[src/core/pol_cfg_defines.vh]
// Register offsets, field positions and timing counts of the configuration bank.
// Assumes a 100 MHz system clock.
`ifndef POL_CFG_DEFINES_VH
`define POL_CFG_DEFINES_VH
`define OFS_CURRENT_SENSE_SETUP 8'hD0
`define OFS_MISC_DEVICE_CONFIG 8'hD1
`define OFS_GROUP_BUS_SHARING_CONFIG 8'hD3
`define OFS_PG_ASSERT_DELAY 8'hD4
`define CS_BLANK_HI 15
`define CS_BLANK_LO 11
`define CS_FCOUNT_HI 10
`define CS_FCOUNT_LO 8
`define CS_METHOD_HI 3
`define CS_METHOD_LO 2
`define CS_RANGE_HI 1
`define CS_RANGE_LO 0
`define MISC_MINDUTY_HI 15
`define MISC_MINDUTY_LO 11
`define MISC_MINDUTY_EN 7
`define MISC_VSET_SEL 5
`define MISC_PWML_STATE 3
`define MISC_PG_PUSHPULL 2
`define MISC_EXT_TEMP_EN 1
`define MISC_EXT_TEMP_FAULT 0
`define GB_PHASE_HI 15
`define GB_PHASE_LO 13
`define GB_RAIL_HI 12
`define GB_RAIL_LO 8
`define GB_NPH_HI 2
`define GB_NPH_LO 0
`define SENSE_METHOD_SPS 2'h3
`define RANGE_25MV 2'h0
`define RANGE_35MV 2'h1
`define RANGE_50MV 2'h2
`define BLANK_STEP_NS 32
`define CLK_PERIOD_NS 10
`define MS_IN_NS 1000000
`define CYCLES_PER_MS (`MS_IN_NS / `CLK_PERIOD_NS)
`define PG_DELAY_MAX_MS 13'h1388
`define REG_RESET 16'h0000
`endif

[src/core/event_run_counter.v]
// Counts uninterrupted runs of per-cycle sense events against a threshold.
// Assumes cycleEnd pulses once per switching cycle.
`timescale 1ns/1ps
module event_run_counter (
    // Clock and reset
    input wire clk_sys,
    input wire rst_n,
    // Control
    input wire [2:0] faultCode,
    input wire eventIn,
    input wire cycleEnd,
    // Result
    output reg faultOut
);
    reg seen;
    reg [3:0] runCount;
    wire [3:0] threshold = {faultCode, 1'b1};
    wire [3:0] next_runCount = (runCount == 4'hF) ? runCount : runCount + 4'h1;

    // Several events inside one switching cycle collapse into one
    always @(posedge clk_sys or negedge rst_n) begin
        if (!rst_n) begin
            seen <= 1'b0;
            runCount <= 4'h0;
            faultOut <= 1'b0;
        end else if (cycleEnd) begin
            seen <= 1'b0;
            if (seen || eventIn) begin // [RULE3]
                runCount <= next_runCount;
                faultOut <= (next_runCount >= threshold); // [RULE2]
            end else begin
                runCount <= 4'h0; // [RULE4]
                faultOut <= 1'b0;
            end
        end else if (eventIn) begin
            seen <= 1'b1;
        end
    end
endmodule // event_run_counter

[src/core/pg_delay_timer.v]
// Power-good assertion timer counting whole milliseconds.
// Assumes pgAbove is a level synchronous to clk_sys.
`timescale 1ns/1ps
`include "pol_cfg_defines.vh"
module pg_delay_timer #(
    parameter CYCLES_PER_MS = `CYCLES_PER_MS
) (
    // Clock and reset
    input wire clk_sys,
    input wire rst_n,
    // Control
    input wire [12:0] delayMs,
    input wire pgAbove,
    // Result
    output reg pgReady
);
    reg [31:0] subCount;
    reg [12:0] msCount;
    wire msTick = (subCount == CYCLES_PER_MS - 1);

    always @(posedge clk_sys or negedge rst_n) begin
        if (!rst_n) begin
            subCount <= 32'h0;
            msCount <= 13'h0;
            pgReady <= 1'b0;
        end else if (!pgAbove) begin
            subCount <= 32'h0;
            msCount <= 13'h0;
            pgReady <= 1'b0;
        end else if (msCount >= delayMs) begin
            pgReady <= 1'b1; // [RULE17]
        end else if (msTick) begin
            subCount <= 32'h0;
            msCount <= msCount + 13'h1;
        end else begin
            subCount <= subCount + 32'h1;
        end
    end
endmodule // pg_delay_timer

[src/core/pol_sense_group_pg_config.v]
// Configuration word bank of a point-of-load controller: current sense,
// miscellaneous, group bus and power-good delay words, with their effects.
// Assumes a word-wide host port already decoded from the management bus.
//
// Overview of operation
// [RULE1] Blanking bits 15:11, 32 ns per step
// [RULE2] Fault count code n needs 2n+1 events
// [RULE3] At most one event per switching cycle
// [RULE4] Eventless switching cycle clears the run counter
// [RULE5] Bits 3:2 select method, 11 smart stage
// [RULE6] Bits 1:0 select 25, 35, 50 mV
// [RULE7] Min duty is 2(value+1)/512 of period
// [RULE8] Bit 7 enables the minimum duty limit
// [RULE9] Bit 5 picks first or second setpoint
// [RULE10] Bit 2 open-drain or push-pull power good
// [RULE11] Bit 1 enables external sensor compensation
// [RULE12] Bit 0 picks fault temperature sensor
// [RULE13] Five-bit rail identifier in bits 12:8
// [RULE14] Host programs same rail id across group
// [RULE15] Bits 15:13 give phase position 1 to 8
// [RULE16] Bits 2:0 phase count, odd codes only
// [RULE17] Wait programmed delay before asserting power good
// [RULE18] Power good delay spans 0 to 5000 ms; with PG_FRAC_BITS of 4 the code reaches 4096 ms at most
// [RULE19] Delay rounded to nearest whole millisecond
`timescale 1ns/1ps
`include "pol_cfg_defines.vh"
module pol_sense_group_pg_config #(
    parameter CYCLES_PER_MS = `CYCLES_PER_MS,
    parameter PG_FRAC_BITS = 4
) (
    // Clock and reset
    input wire clk_sys,
    input wire rst_n,
    // Host word port
    input wire [7:0] cmdCode,
    input wire wrStrobe,
    input wire rdStrobe,
    input wire [15:0] wrData,
    output reg [15:0] rdData,
    output reg rdValid,
    output reg cmdNack,
    // Switching and sense events
    input wire cycleEnd,
    input wire overCurrentEvent,
    input wire underCurrentEvent,
    input wire [8:0] cycleCount,
    // Setpoints and temperatures
    input wire [15:0] firstSetpointInput,
    input wire [15:0] secondSetpointInput,
    input wire [15:0] internalTemp,
    input wire [15:0] externalTemp,
    // Power good
    input wire pgAboveThreshold,
    // Decoded controls
    output reg [9:0] blankingNs,
    output reg senseUseSmartStage,
    output reg [1:0] senseMethod,
    output reg [5:0] senseRangeMv,
    output reg currentFault,
    output reg [9:0] minDutyCycles,
    output reg minDutyActive,
    output reg minDutyForce,
    output reg pwmLowIdleHigh,
    output reg [15:0] setpointSel,
    output reg extSensorEnable,
    output reg [15:0] compTemp,
    output reg [15:0] faultTemp,
    output reg [4:0] railId,
    output reg [3:0] phasePosition,
    output reg [3:0] phaseCount,
    output reg phaseCountValid,
    output reg powerGoodOut,
    output reg powerGoodOe
);
    // ==========================================================
    // Register storage
    reg [15:0] currentSenseSetup;
    reg [15:0] miscDeviceConfig;
    reg [15:0] groupBusSharingConfig;
    reg [15:0] pgAssertDelay;

    wire hitCs = (cmdCode == `OFS_CURRENT_SENSE_SETUP);
    wire hitMisc = (cmdCode == `OFS_MISC_DEVICE_CONFIG);
    wire hitGb = (cmdCode == `OFS_GROUP_BUS_SHARING_CONFIG);
    wire hitPg = (cmdCode == `OFS_PG_ASSERT_DELAY);
    wire hitAny = hitCs | hitMisc | hitGb | hitPg;

    always @(posedge clk_sys or negedge rst_n) begin
        if (!rst_n) begin
            currentSenseSetup <= `REG_RESET;
            miscDeviceConfig <= `REG_RESET;
            groupBusSharingConfig <= `REG_RESET;
            pgAssertDelay <= `REG_RESET;
        end else if (wrStrobe) begin
            if (hitCs) begin
                currentSenseSetup <= wrData;
            end
            if (hitMisc) begin
                miscDeviceConfig <= wrData;
            end
            if (hitGb) begin
                groupBusSharingConfig <= wrData;
            end
            if (hitPg) begin
                pgAssertDelay <= wrData;
            end
        end
    end

    // ==========================================================
    // Read port; unknown command codes are refused with a nack pulse
    reg [15:0] next_rdData;
    always @* begin
        next_rdData = 16'h0000;
        if (hitCs) begin
            next_rdData = currentSenseSetup;
        end else if (hitMisc) begin
            next_rdData = miscDeviceConfig;
        end else if (hitGb) begin
            next_rdData = groupBusSharingConfig;
        end else if (hitPg) begin
            next_rdData = pgAssertDelay;
        end
    end

    always @(posedge clk_sys or negedge rst_n) begin
        if (!rst_n) begin
            rdData <= 16'h0000;
            rdValid <= 1'b0;
            cmdNack <= 1'b0;
        end else begin
            rdValid <= rdStrobe & hitAny;
            cmdNack <= (rdStrobe | wrStrobe) & ~hitAny;
            if (rdStrobe & hitAny) begin
                rdData <= next_rdData;
            end
        end
    end

    // ==========================================================
    // Current sense decode
    wire [4:0] blankCode = currentSenseSetup[`CS_BLANK_HI:`CS_BLANK_LO];
    wire [2:0] faultCode = currentSenseSetup[`CS_FCOUNT_HI:`CS_FCOUNT_LO];
    wire [1:0] methodCode = currentSenseSetup[`CS_METHOD_HI:`CS_METHOD_LO];
    wire [1:0] rangeCode = currentSenseSetup[`CS_RANGE_HI:`CS_RANGE_LO];
    wire runFault;

    event_run_counter u_runCounter (
        .clk_sys(clk_sys),
        .rst_n(rst_n),
        .faultCode(faultCode),
        .eventIn(overCurrentEvent | underCurrentEvent),
        .cycleEnd(cycleEnd),
        .faultOut(runFault)
    );

    reg [5:0] next_rangeMv;
    always @* begin
        case (rangeCode) // [RULE6]
            `RANGE_25MV: next_rangeMv = 6'd25;
            `RANGE_35MV: next_rangeMv = 6'd35;
            `RANGE_50MV: next_rangeMv = 6'd50;
            // Undefined code held at the widest range as the safe choice
            default: next_rangeMv = 6'd50;
        endcase
    end

    always @(posedge clk_sys or negedge rst_n) begin
        if (!rst_n) begin
            blankingNs <= 10'h000;
            senseUseSmartStage <= 1'b0;
            senseMethod <= 2'h0;
            senseRangeMv <= 6'h00;
            currentFault <= 1'b0;
        end else begin
            blankingNs <= {blankCode, 5'h00}; // [RULE1]
            senseUseSmartStage <= (methodCode == `SENSE_METHOD_SPS); // [RULE5]
            senseMethod <= methodCode; // [RULE5]
            senseRangeMv <= next_rangeMv; // [RULE6]
            currentFault <= runFault; // [RULE2]
        end
    end

    // ==========================================================
    // Miscellaneous decode
    wire [4:0] minDutyCode = miscDeviceConfig[`MISC_MINDUTY_HI:`MISC_MINDUTY_LO];
    // Duty in 1/512 period units: 2 * (value + 1)
    wire [9:0] minDutyUnits = {4'h0, minDutyCode, 1'b0} + 10'h002;
    wire minDutyEn = miscDeviceConfig[`MISC_MINDUTY_EN];

    always @(posedge clk_sys or negedge rst_n) begin
        if (!rst_n) begin
            minDutyCycles <= 10'h000;
            minDutyActive <= 1'b0;
            minDutyForce <= 1'b0;
            pwmLowIdleHigh <= 1'b0;
            setpointSel <= 16'h0000;
            extSensorEnable <= 1'b0;
            compTemp <= 16'h0000;
            faultTemp <= 16'h0000;
        end else begin
            minDutyCycles <= minDutyUnits; // [RULE7]
            minDutyActive <= minDutyEn; // [RULE8]
            // Count of the 512-step switching cycle still below the floor
            minDutyForce <= minDutyEn & ({1'b0, cycleCount} < minDutyUnits); // [RULE8]
            pwmLowIdleHigh <= miscDeviceConfig[`MISC_PWML_STATE];
            setpointSel <= miscDeviceConfig[`MISC_VSET_SEL] ?
                secondSetpointInput : firstSetpointInput; // [RULE9]
            extSensorEnable <= miscDeviceConfig[`MISC_EXT_TEMP_EN]; // [RULE11]
            compTemp <= miscDeviceConfig[`MISC_EXT_TEMP_EN] ?
                externalTemp : internalTemp; // [RULE11]
            faultTemp <= miscDeviceConfig[`MISC_EXT_TEMP_FAULT] ?
                externalTemp : internalTemp; // [RULE12]
        end
    end

    // ==========================================================
    // Group bus decode
    wire [2:0] phaseCode = groupBusSharingConfig[`GB_PHASE_HI:`GB_PHASE_LO];
    wire [2:0] nphCode = groupBusSharingConfig[`GB_NPH_HI:`GB_NPH_LO];

    always @(posedge clk_sys or negedge rst_n) begin
        if (!rst_n) begin
            railId <= 5'h00;
            phasePosition <= 4'h0;
            phaseCount <= 4'h0;
            phaseCountValid <= 1'b0;
        end else begin
            railId <= groupBusSharingConfig[`GB_RAIL_HI:`GB_RAIL_LO]; // [RULE13]
            phasePosition <= {1'b0, phaseCode} + 4'h1; // [RULE15]
            phaseCount <= {1'b0, nphCode} + 4'h1; // [RULE16]
            phaseCountValid <= nphCode[0]; // [RULE16]
        end
    end

    // ==========================================================
    // Power good delay: fixed-point ms rounded, then clamped
    localparam [12:0] PG_MAX = `PG_DELAY_MAX_MS;
    wire [16:0] roundedSum = {1'b0, pgAssertDelay} + (17'h1 << (PG_FRAC_BITS - 1));
    wire [16:0] roundedMs = roundedSum >> PG_FRAC_BITS; // [RULE19]
    wire [12:0] delayMs = (roundedMs > {4'h0, PG_MAX}) ? PG_MAX : roundedMs[12:0]; // [RULE18]
    wire pgReady;

    pg_delay_timer #(
        .CYCLES_PER_MS(CYCLES_PER_MS)
    ) u_pgTimer (
        .clk_sys(clk_sys),
        .rst_n(rst_n),
        .delayMs(delayMs),
        .pgAbove(pgAboveThreshold),
        .pgReady(pgReady)
    );

    always @(posedge clk_sys or negedge rst_n) begin
        if (!rst_n) begin
            powerGoodOut <= 1'b0;
            powerGoodOe <= 1'b1;
        end else begin
            powerGoodOut <= pgReady; // [RULE17]
            // Open-drain only pulls low; released line means power good
            powerGoodOe <= miscDeviceConfig[`MISC_PG_PUSHPULL] | ~pgReady; // [RULE10]
        end
    end
endmodule // pol_sense_group_pg_config

[config.mk]
export PLATFORM = sky130hd
export DESIGN_NAME = pol_sense_group_pg_config
export DESIGN_NICKNAME = d
export VERILOG_FILES = /design/src/core/event_run_counter.v /design/src/core/pg_delay_timer.v /design/src/core/pol_sense_group_pg_config.v
export VERILOG_INCLUDE_DIRS = /design/src /design/src/core
export SDC_FILE = /design/constraint.sdc
export NUM_CORES = 1
export LEC_CHECK = 0
export BUFFER_PORTS_ARGS = -buffer_cell sky130_fd_sc_hd__buf_2
export CAP_MARGIN = 20
export CORE_ASPECT_RATIO = 1.25
export CORE_MARGIN = 2
export CORE_UTILIZATION = 45
export DETAILED_ROUTE_END_ITERATION = 8
export PLACE_DENSITY = 0.7
export SYNTH_ARGS = -nofsm -noshare
export SYNTH_HDL_FRONTEND = slang
export SYNTH_SLANG_ARGS = --single-unit
export TNS_END_PERCENT = 20
[constraint.sdc]
create_clock -name clk_sys -period 8.7 [get_ports clk_sys]
set_input_delay 1.74 -clock clk_sys [delete_from_list [all_inputs] [get_ports clk_sys]]
set_output_delay 1.74 -clock clk_sys [all_outputs]
set_load 0.1 [all_outputs]
======== Word level (Yosys, flattened, before mapping) ========
Index checks and enable logic that the tools add are counted.
cells by class
  add/sub/neg operators ................... 7
  $lt $le $gt $ge ......................... 4
  eq/ne operators ......................... 11
  mux-type cells .......................... 22
  bitwise logic cells ..................... 11
  reduce and logical (&&, ||, !) cells .... 8
operator list
  kind                                                   count
  two-way mux 16 bit                                     7
  two-way mux 32 bit                                     3
  two-way mux 13 bit                                     4
  adder 32 x 1 -> 32 bit, second input constant          1
  equality test 32 x 17 -> 1 bit, second input constant  1
  equality test 8 bit, second input constant             4
  adder 16 x 4 -> 17 bit, second input constant          1
  adder 13 x 1 -> 13 bit, second input constant          1
  greater-or-equal comparator 13 bit                     1
  greater-than comparator 13 bit, second input constant  1
  case mux 6 bit (2 select lines)                        1
  AND reduction 2 bit                                    5
  < comparator 9 x 7 -> 1 bit                            1
  adder 3 x 1 -> 4 bit, second input constant            2
  two-way mux 4 bit                                      2
  adder 6 x 2 -> 7 bit, second input constant            1
  bitwise OR 1 bit                                       6
  two-way mux 1 bit                                      5
  adder 4 x 1 -> 4 bit, second input constant            1
  equality test 4 bit, second input constant             1
  greater-or-equal comparator 4 bit                      1
  != test 2 x 1 -> 1 bit, second input constant          2
  bitwise AND 1 bit                                      3
  equality test 2 x 1 -> 1 bit, second input constant    1
  other kinds (6)                                        7
storage, ports and cells
  flip-flop bits (word level) ............. 224
  bits of input ports ..................... 105
  output and inout port bits .............. 116
  word-level logic and storage cells ...... 95

======== Logic depth before layout (Yosys ltp) ========
  word-level depth ........................ 6
  depth in mapped cells ................... 14
  mapped depth without buffers ............ 12

======== By module ========
A second synthesis with hierarchy kept.
second synthesis, totals
  cell total of the unflattened synthesis .. 876
  area, all modules ....................... 10367.4 um^2
modules (own cells, without submodules)
  module                     instances  cells each  area each (um^2)  seq. area each (um^2)
  pol_sense_group_pg_config  1          506         7121.8            4230.3
  pg_delay_timer             1          332         2855.2            1151.1
  event_run_counter          1          38          390.4             150.1

======== Worst setup path after synthesis ========
Ideal clock, no wire load.
  path kind ............................... input-to-reg
  start ................................... in cmdCode[5]
  end ..................................... reg pgAssertDelay[10]
  setup time .............................. 0.125 ns
  arrival time ............................ 3.549 ns
  required time ........................... 8.575 ns
  setup slack ............................. 5.026 ns
  stages .................................. 8
  cell sequence ........................... nand2b_1 nor3_1 and3_1 clkbuf_1 and2_1 clkbuf_1 clkbuf_1 mux2_2
between the ends
  word-level cells in the longest chain between the ends .. 2
RTL lines
  element                               line                             RTL
  start: declaration                    pol_sense_group_pg_config.v:35   input wire [7:0] cmdCode,
  equality test 8 bit (no source line)  n/a
  AND reduction 2 bit (no source line)  n/a
  end signal: assignment                pol_sense_group_pg_config.v:93   pgAssertDelay <= `REG_RESET;
  end signal: assignment                pol_sense_group_pg_config.v:105  pgAssertDelay <= wrData;
  end: declaration                      pol_sense_group_pg_config.v:80   reg [15:0] pgAssertDelay;
Every way passes these cells.
A chain may end at the register's enable or synchronous reset.

======== Final worst setup path ========
  start ................................... reg pgAssertDelay[3]
  end ..................................... reg u_pgTimer.subCount[10]
between the ends
  word-level cells in the longest chain between the ends .. 5
RTL lines
  element                               line                             RTL
  adder 16 x 4 -> 17 bit *              pol_sense_group_pg_config.v:239  wire [16:0] roundedSum = {1'b0, pgAssertDelay} + (17'h1 << (PG_FRAC_BITS - 1));
  greater-than comparator 13 bit        pol_sense_group_pg_config.v:241  wire [12:0] delayMs = (roundedMs > {4'h0, PG_MAX}) ? PG_MAX : roundedMs[12:0];
  two-way mux 13 bit *                  pol_sense_group_pg_config.v:241
  greater-or-equal comparator 13 bit *  pg_delay_timer.v:30              end else if (msCount >= delayMs) begin
  != test 2 bit (no source line) *      n/a
  end signal: assignment                pg_delay_timer.v:36              subCount <= subCount + 32'h1;
  end: declaration                      pg_delay_timer.v:17              reg [31:0] subCount;
Mark *: on every way between the ends. The rest lies on a longest branch, timed or not.

==> summary.md <==
| Metric | Value |
|---|---|
| Status | `completed` |
| Starting DRC count in detailed routing | `419` |
| DP Wirelength | `16600 µm` |
| Fin. max-slew vios | `0` |
| Initial antenna violation count | `0` |
| Sw frac | `0.325` |
| Share of layout cells above drive strength 1 | `0.360` |
| Cell Chain, Critical Path | `ha_1 -> nand3_1 -> or3_1 -> nor3_1 -> a21oi_1 -> ha_1 -> o21ai_0 -> nor2_1 -> or3_1 -> or4_1 -> nand2_1 -> nor2_1` |
| Syn. warnings | `0` |
| Final Setup Violations | `0` |
| Worst min path class | `reg -> reg` |
| Net count, final | `1162` |
| Synth cell types | `61` |
| Post-synth EDFFs | `0` |
| First-pass DRT Iterations | `6` |
| CTS Hold Bufs | `0` |
| #FFs+latches synth | `221` |
| Gr usage total | `0.206` |
| CTS Sinks | `221` |
| Clock power frac | `0.360` |
| # port buffers | `209` |
| Vias | `7297` |
| DRC viols | `0` |
| Endpoint type of the worst setup path | `flip-flop` |
| Core area | `0.0215 mm²` |
| Syn Area/Cell | `12.0 µm²` |
| Clk slew on worst S/H paths | `0.06 ns` |
| Sum Neg Setup Slack | `0 ns` |
| Largest net degree at the start of global routing | `88` |
| CTS H-tree depth | `1` |
| WP data required | `9.04 ns` |
| Vias/cell | `5.52` |
| CTS tree | `yes` |
| Seq/Total Area, Yosys | `0.559` |
| Post-cts resize count | `0` |
| Die area | `0.0232 mm²` |
| Worst skew pair latency | `0.50 ns` |
| Placed Cells | `1283` |
| Post-CTS setup repair buffer count | `0` |
| RePlAce Congestion | `0.860` |
| Leak | `5.61 nW` |
| DR WL/cell | `17.6 µm` |
| Slew Limit Headroom | `0.362` |
| Pwr/cell area | `221 mW/mm²` |
| MaxCap Viol Count | `0` |
| Worst slew pin tran | `0.932 ns` |
| WS Path Type | `reg -> reg` |
| CP startpoint kind | `flip-flop` |
| Cells after Synth | `827` |
| Worst Path Arrival | `4.60 ns` |
| Fmax | `235 MHz` |
| Peak VDD IR | `0.000185 V` |
| Unrepaired setup endpoints after global routing | `false` |
| Remaining antenna violation count | `0` |
| CTS Buffer Depth | `3` |
| Vias in the first global route | `7572` |
| Max incr delay on CP | `0.81 ns` |
| Minimum clock period | `4.26 ns` |
| Flop pwr share | `0.433` |
| N_diodes | `0` |
| Crit-path slowest cell | `nand2_1` |
| Share of total power in combinational logic | `0.207` |
| Num CTS Buffers | `22` |
| Setup Skew | `0.0169 ns` |
| GRT overflow | `0` |
| Drt total wl | `23200 µm` |
| Chip Width | `137 µm` |
| Post-synth top flop | `dfrtp_1` |
| CTS root buf | `clkbuf_16` |
| Mapped Area | `0.00990 mm²` |
| Die Height | `170 µm` |
| Post-synth ARST share | `1.00` |
| Synth-to-Final Area Change | `20.2%` |
| Initial core utilization | `0.460` |
| Crit Path Max Fanout | `25` |
| Global-route wire length before repair | `38200 µm` |
| P_int | `1.78 mW` |
| Fin. Hold Viols | `0` |
| Num rows | `60` |
| I/O pins | `221` |
| Final Non-Filler Cells | `1322` |
| Net Switching | `854 µW` |
| Crit share post-route | `0.490` |
## sequential cells by signal, summed over array words and instances, names as in the netlist, 5 cells and up
signal	flops
pgAssertDelay	16
railId	5
rdData	16
currentSenseSetup	16
u_pgTimer.subCount	32
groupBusSharingConfig	16
u_pgTimer.msCount	13
compTemp	16
miscDeviceConfig	16
faultTemp	16
minDutyCycles	6
blankingNs	5
setpointSel	16
## cell usage after synthesis (2+ instances only)
cell type / n / area, µm²
nor4_1: 11 / 68.8
buf_1: 2 / 7.51
mux2i_1: 2 / 20.0
o41ai_1: 2 / 17.5
xnor2_1: 7 / 61.3
mux2_2: 111 / 1250
a21oi_1: 42 / 210
a31oi_1: 16 / 100
o211a_1: 2 / 20.0
ha_1: 28 / 350
and4_1: 4 / 35.0
nand3_1: 25 / 125
or4_1: 20 / 150
nand3b_1: 2 / 15.0
o21a_1: 6 / 45.0
a221o_1: 2 / 20.0
or3_1: 18 / 113
nand2_1: 52 / 195
clkbuf_1: 30 / 113
and3_1: 11 / 68.8
nor3_1: 8 / 40.0
nor2_1: 34 / 128
inv_1: 25 / 93.8
a21o_1: 3 / 22.5
nand2b_1: 8 / 50.1
o21ai_0: 21 / 105
xor2_1: 12 / 105
buf_2: 4 / 20.0
o31ai_1: 21 / 158
a22o_1: 4 / 35.0
nand4bb_1: 2 / 22.5
a222oi_1: 16 / 160
and2_1: 6 / 37.5
nor2b_1: 3 / 18.8
a211oi_1: 2 / 15.0
nand4_1: 10 / 62.6
buf_4: 11 / 82.6
or4b_4: 2 / 27.5
dfrtp_1: 220 / 5510
## layout by cell type, fill, tap and decap left out, types with 4 or more instances in the layout
cell and instances:
clkbuf_1 6, nor2_1 33, or4_1 20, nor3_1 8, a21oi_1 42, a31oi_1 16
buf_4 6, and2_1 6, o21ai_0 21, or3_1 18, nand4_1 10, nand2b_1 8
xor2_1 12, and4_1 4, xnor2_1 7, nand3_1 25, a22o_1 4, conb_1 10
buf_2 208, o21a_1 6, dfrtp_1 220, ha_1 28, nor4_1 10, nand2_1 52
and3_1 11, o31ai_1 21, a222oi_1 16, mux2_2 111, clkbuf_16 23, inv_1 25
## critical path, delay by kind of cell, from the launching register on
kind                     cells  cell delay, ns
AO/OA/AOI/OAI                2            0.21
flip-flops                   1            0.46
AND/OR/NAND/NOR              8            2.90
adder cells (fa/ha/maj)      2            0.52
## metrics by stage
step	power (mW)	hold WS [ns]	cell area, µm²	setup slack [ns]	util
2_1_floorplan	1.58	0.352	9940	5.03	-
3_5_place_dp	1.71	0.381	11200	4.31	0.519
6_report	2.63	0.397	11900	4.44	0.552
3_3_place_gp	1.70	0.370	11200	4.37	0.519
5_1_grt	2.74	0.406	11900	4.06	0.552
4_1_cts	2.66	0.399	11900	4.42	0.552
## power by group through the flow
stage | logic (mW) | registers, mW | clock network (mW)
finish | 0.545 | 1.14 | 0.948
detailed placement | 0.548 | 1.16 | 0
global placement | 0.543 | 1.16 | 0
global route | 0.574 | 1.15 | 1.02
floorplan | 0.143 | 1.43 | 0
CTS | 0.550 | 1.14 | 0.969
## worst paths after layout
path / startpoint / endpoint / slack, ns / cells past startpoint
worst min-delay path: u_runCounter.faultOut$_DFFE_PN0P_ / currentFault$_DFF_PN0_ / 0.40 / 0
worst min register to register: u_runCounter.faultOut$_DFFE_PN0P_ / currentFault$_DFF_PN0_ / 0.40 / 0
min in group asynchronous: rst_n / powerGoodOut$_DFF_PN0_ / 1.24 / 1
max in group asynchronous: rst_n / minDutyCycles[3]$_DFF_PN0_ / 6.08 / 2
worst max register to register: pgAssertDelay[3]$_DFFE_PN0P_ / u_pgTimer.subCount[10]$_DFFE_PN0P_ / 4.44 / 12
worst max-delay path: pgAssertDelay[3]$_DFFE_PN0P_ / u_pgTimer.subCount[10]$_DFFE_PN0P_ / 4.44 / 12
## final cells by class
type | count | area [µm²]
multi-input cells | 543 | 4100
well taps | 279 | 349
inverters | 25 | 93.8
clock buffers | 32 | 639
repair buffers | 216 | 1110
clock inverters | 6 | 85.1
fillers | 1823 | 9640
flip-flops and latches | 221 | 5530
## layer usage
layer | wire length (µm) | GRT usage
met1 | 9070 | 0.243
met2 | 12400 | 0.375
met3 | 1350 | 0.0483
met4 | 450 | 0.0498
met5 | 0 | 0
## cells by family after synthesis
| group | after synthesis | synth area share |
|---|---|---|
| AO/OA/AOI/OAI | 145 | 0.0991 |
| XOR/XNOR | 19 | 0.0168 |
| adder cells (fa/ha/maj) | 28 | 0.0354 |
| buffers and inverters | 72 | 0.0320 |
| flip-flops | 221 | 0.559 |
| multiplexers | 113 | 0.128 |
| other | 1 | 0.000379 |
| AND/OR/NAND/NOR | 228 | 0.130 |
Power figures use the tool's default switching activity.
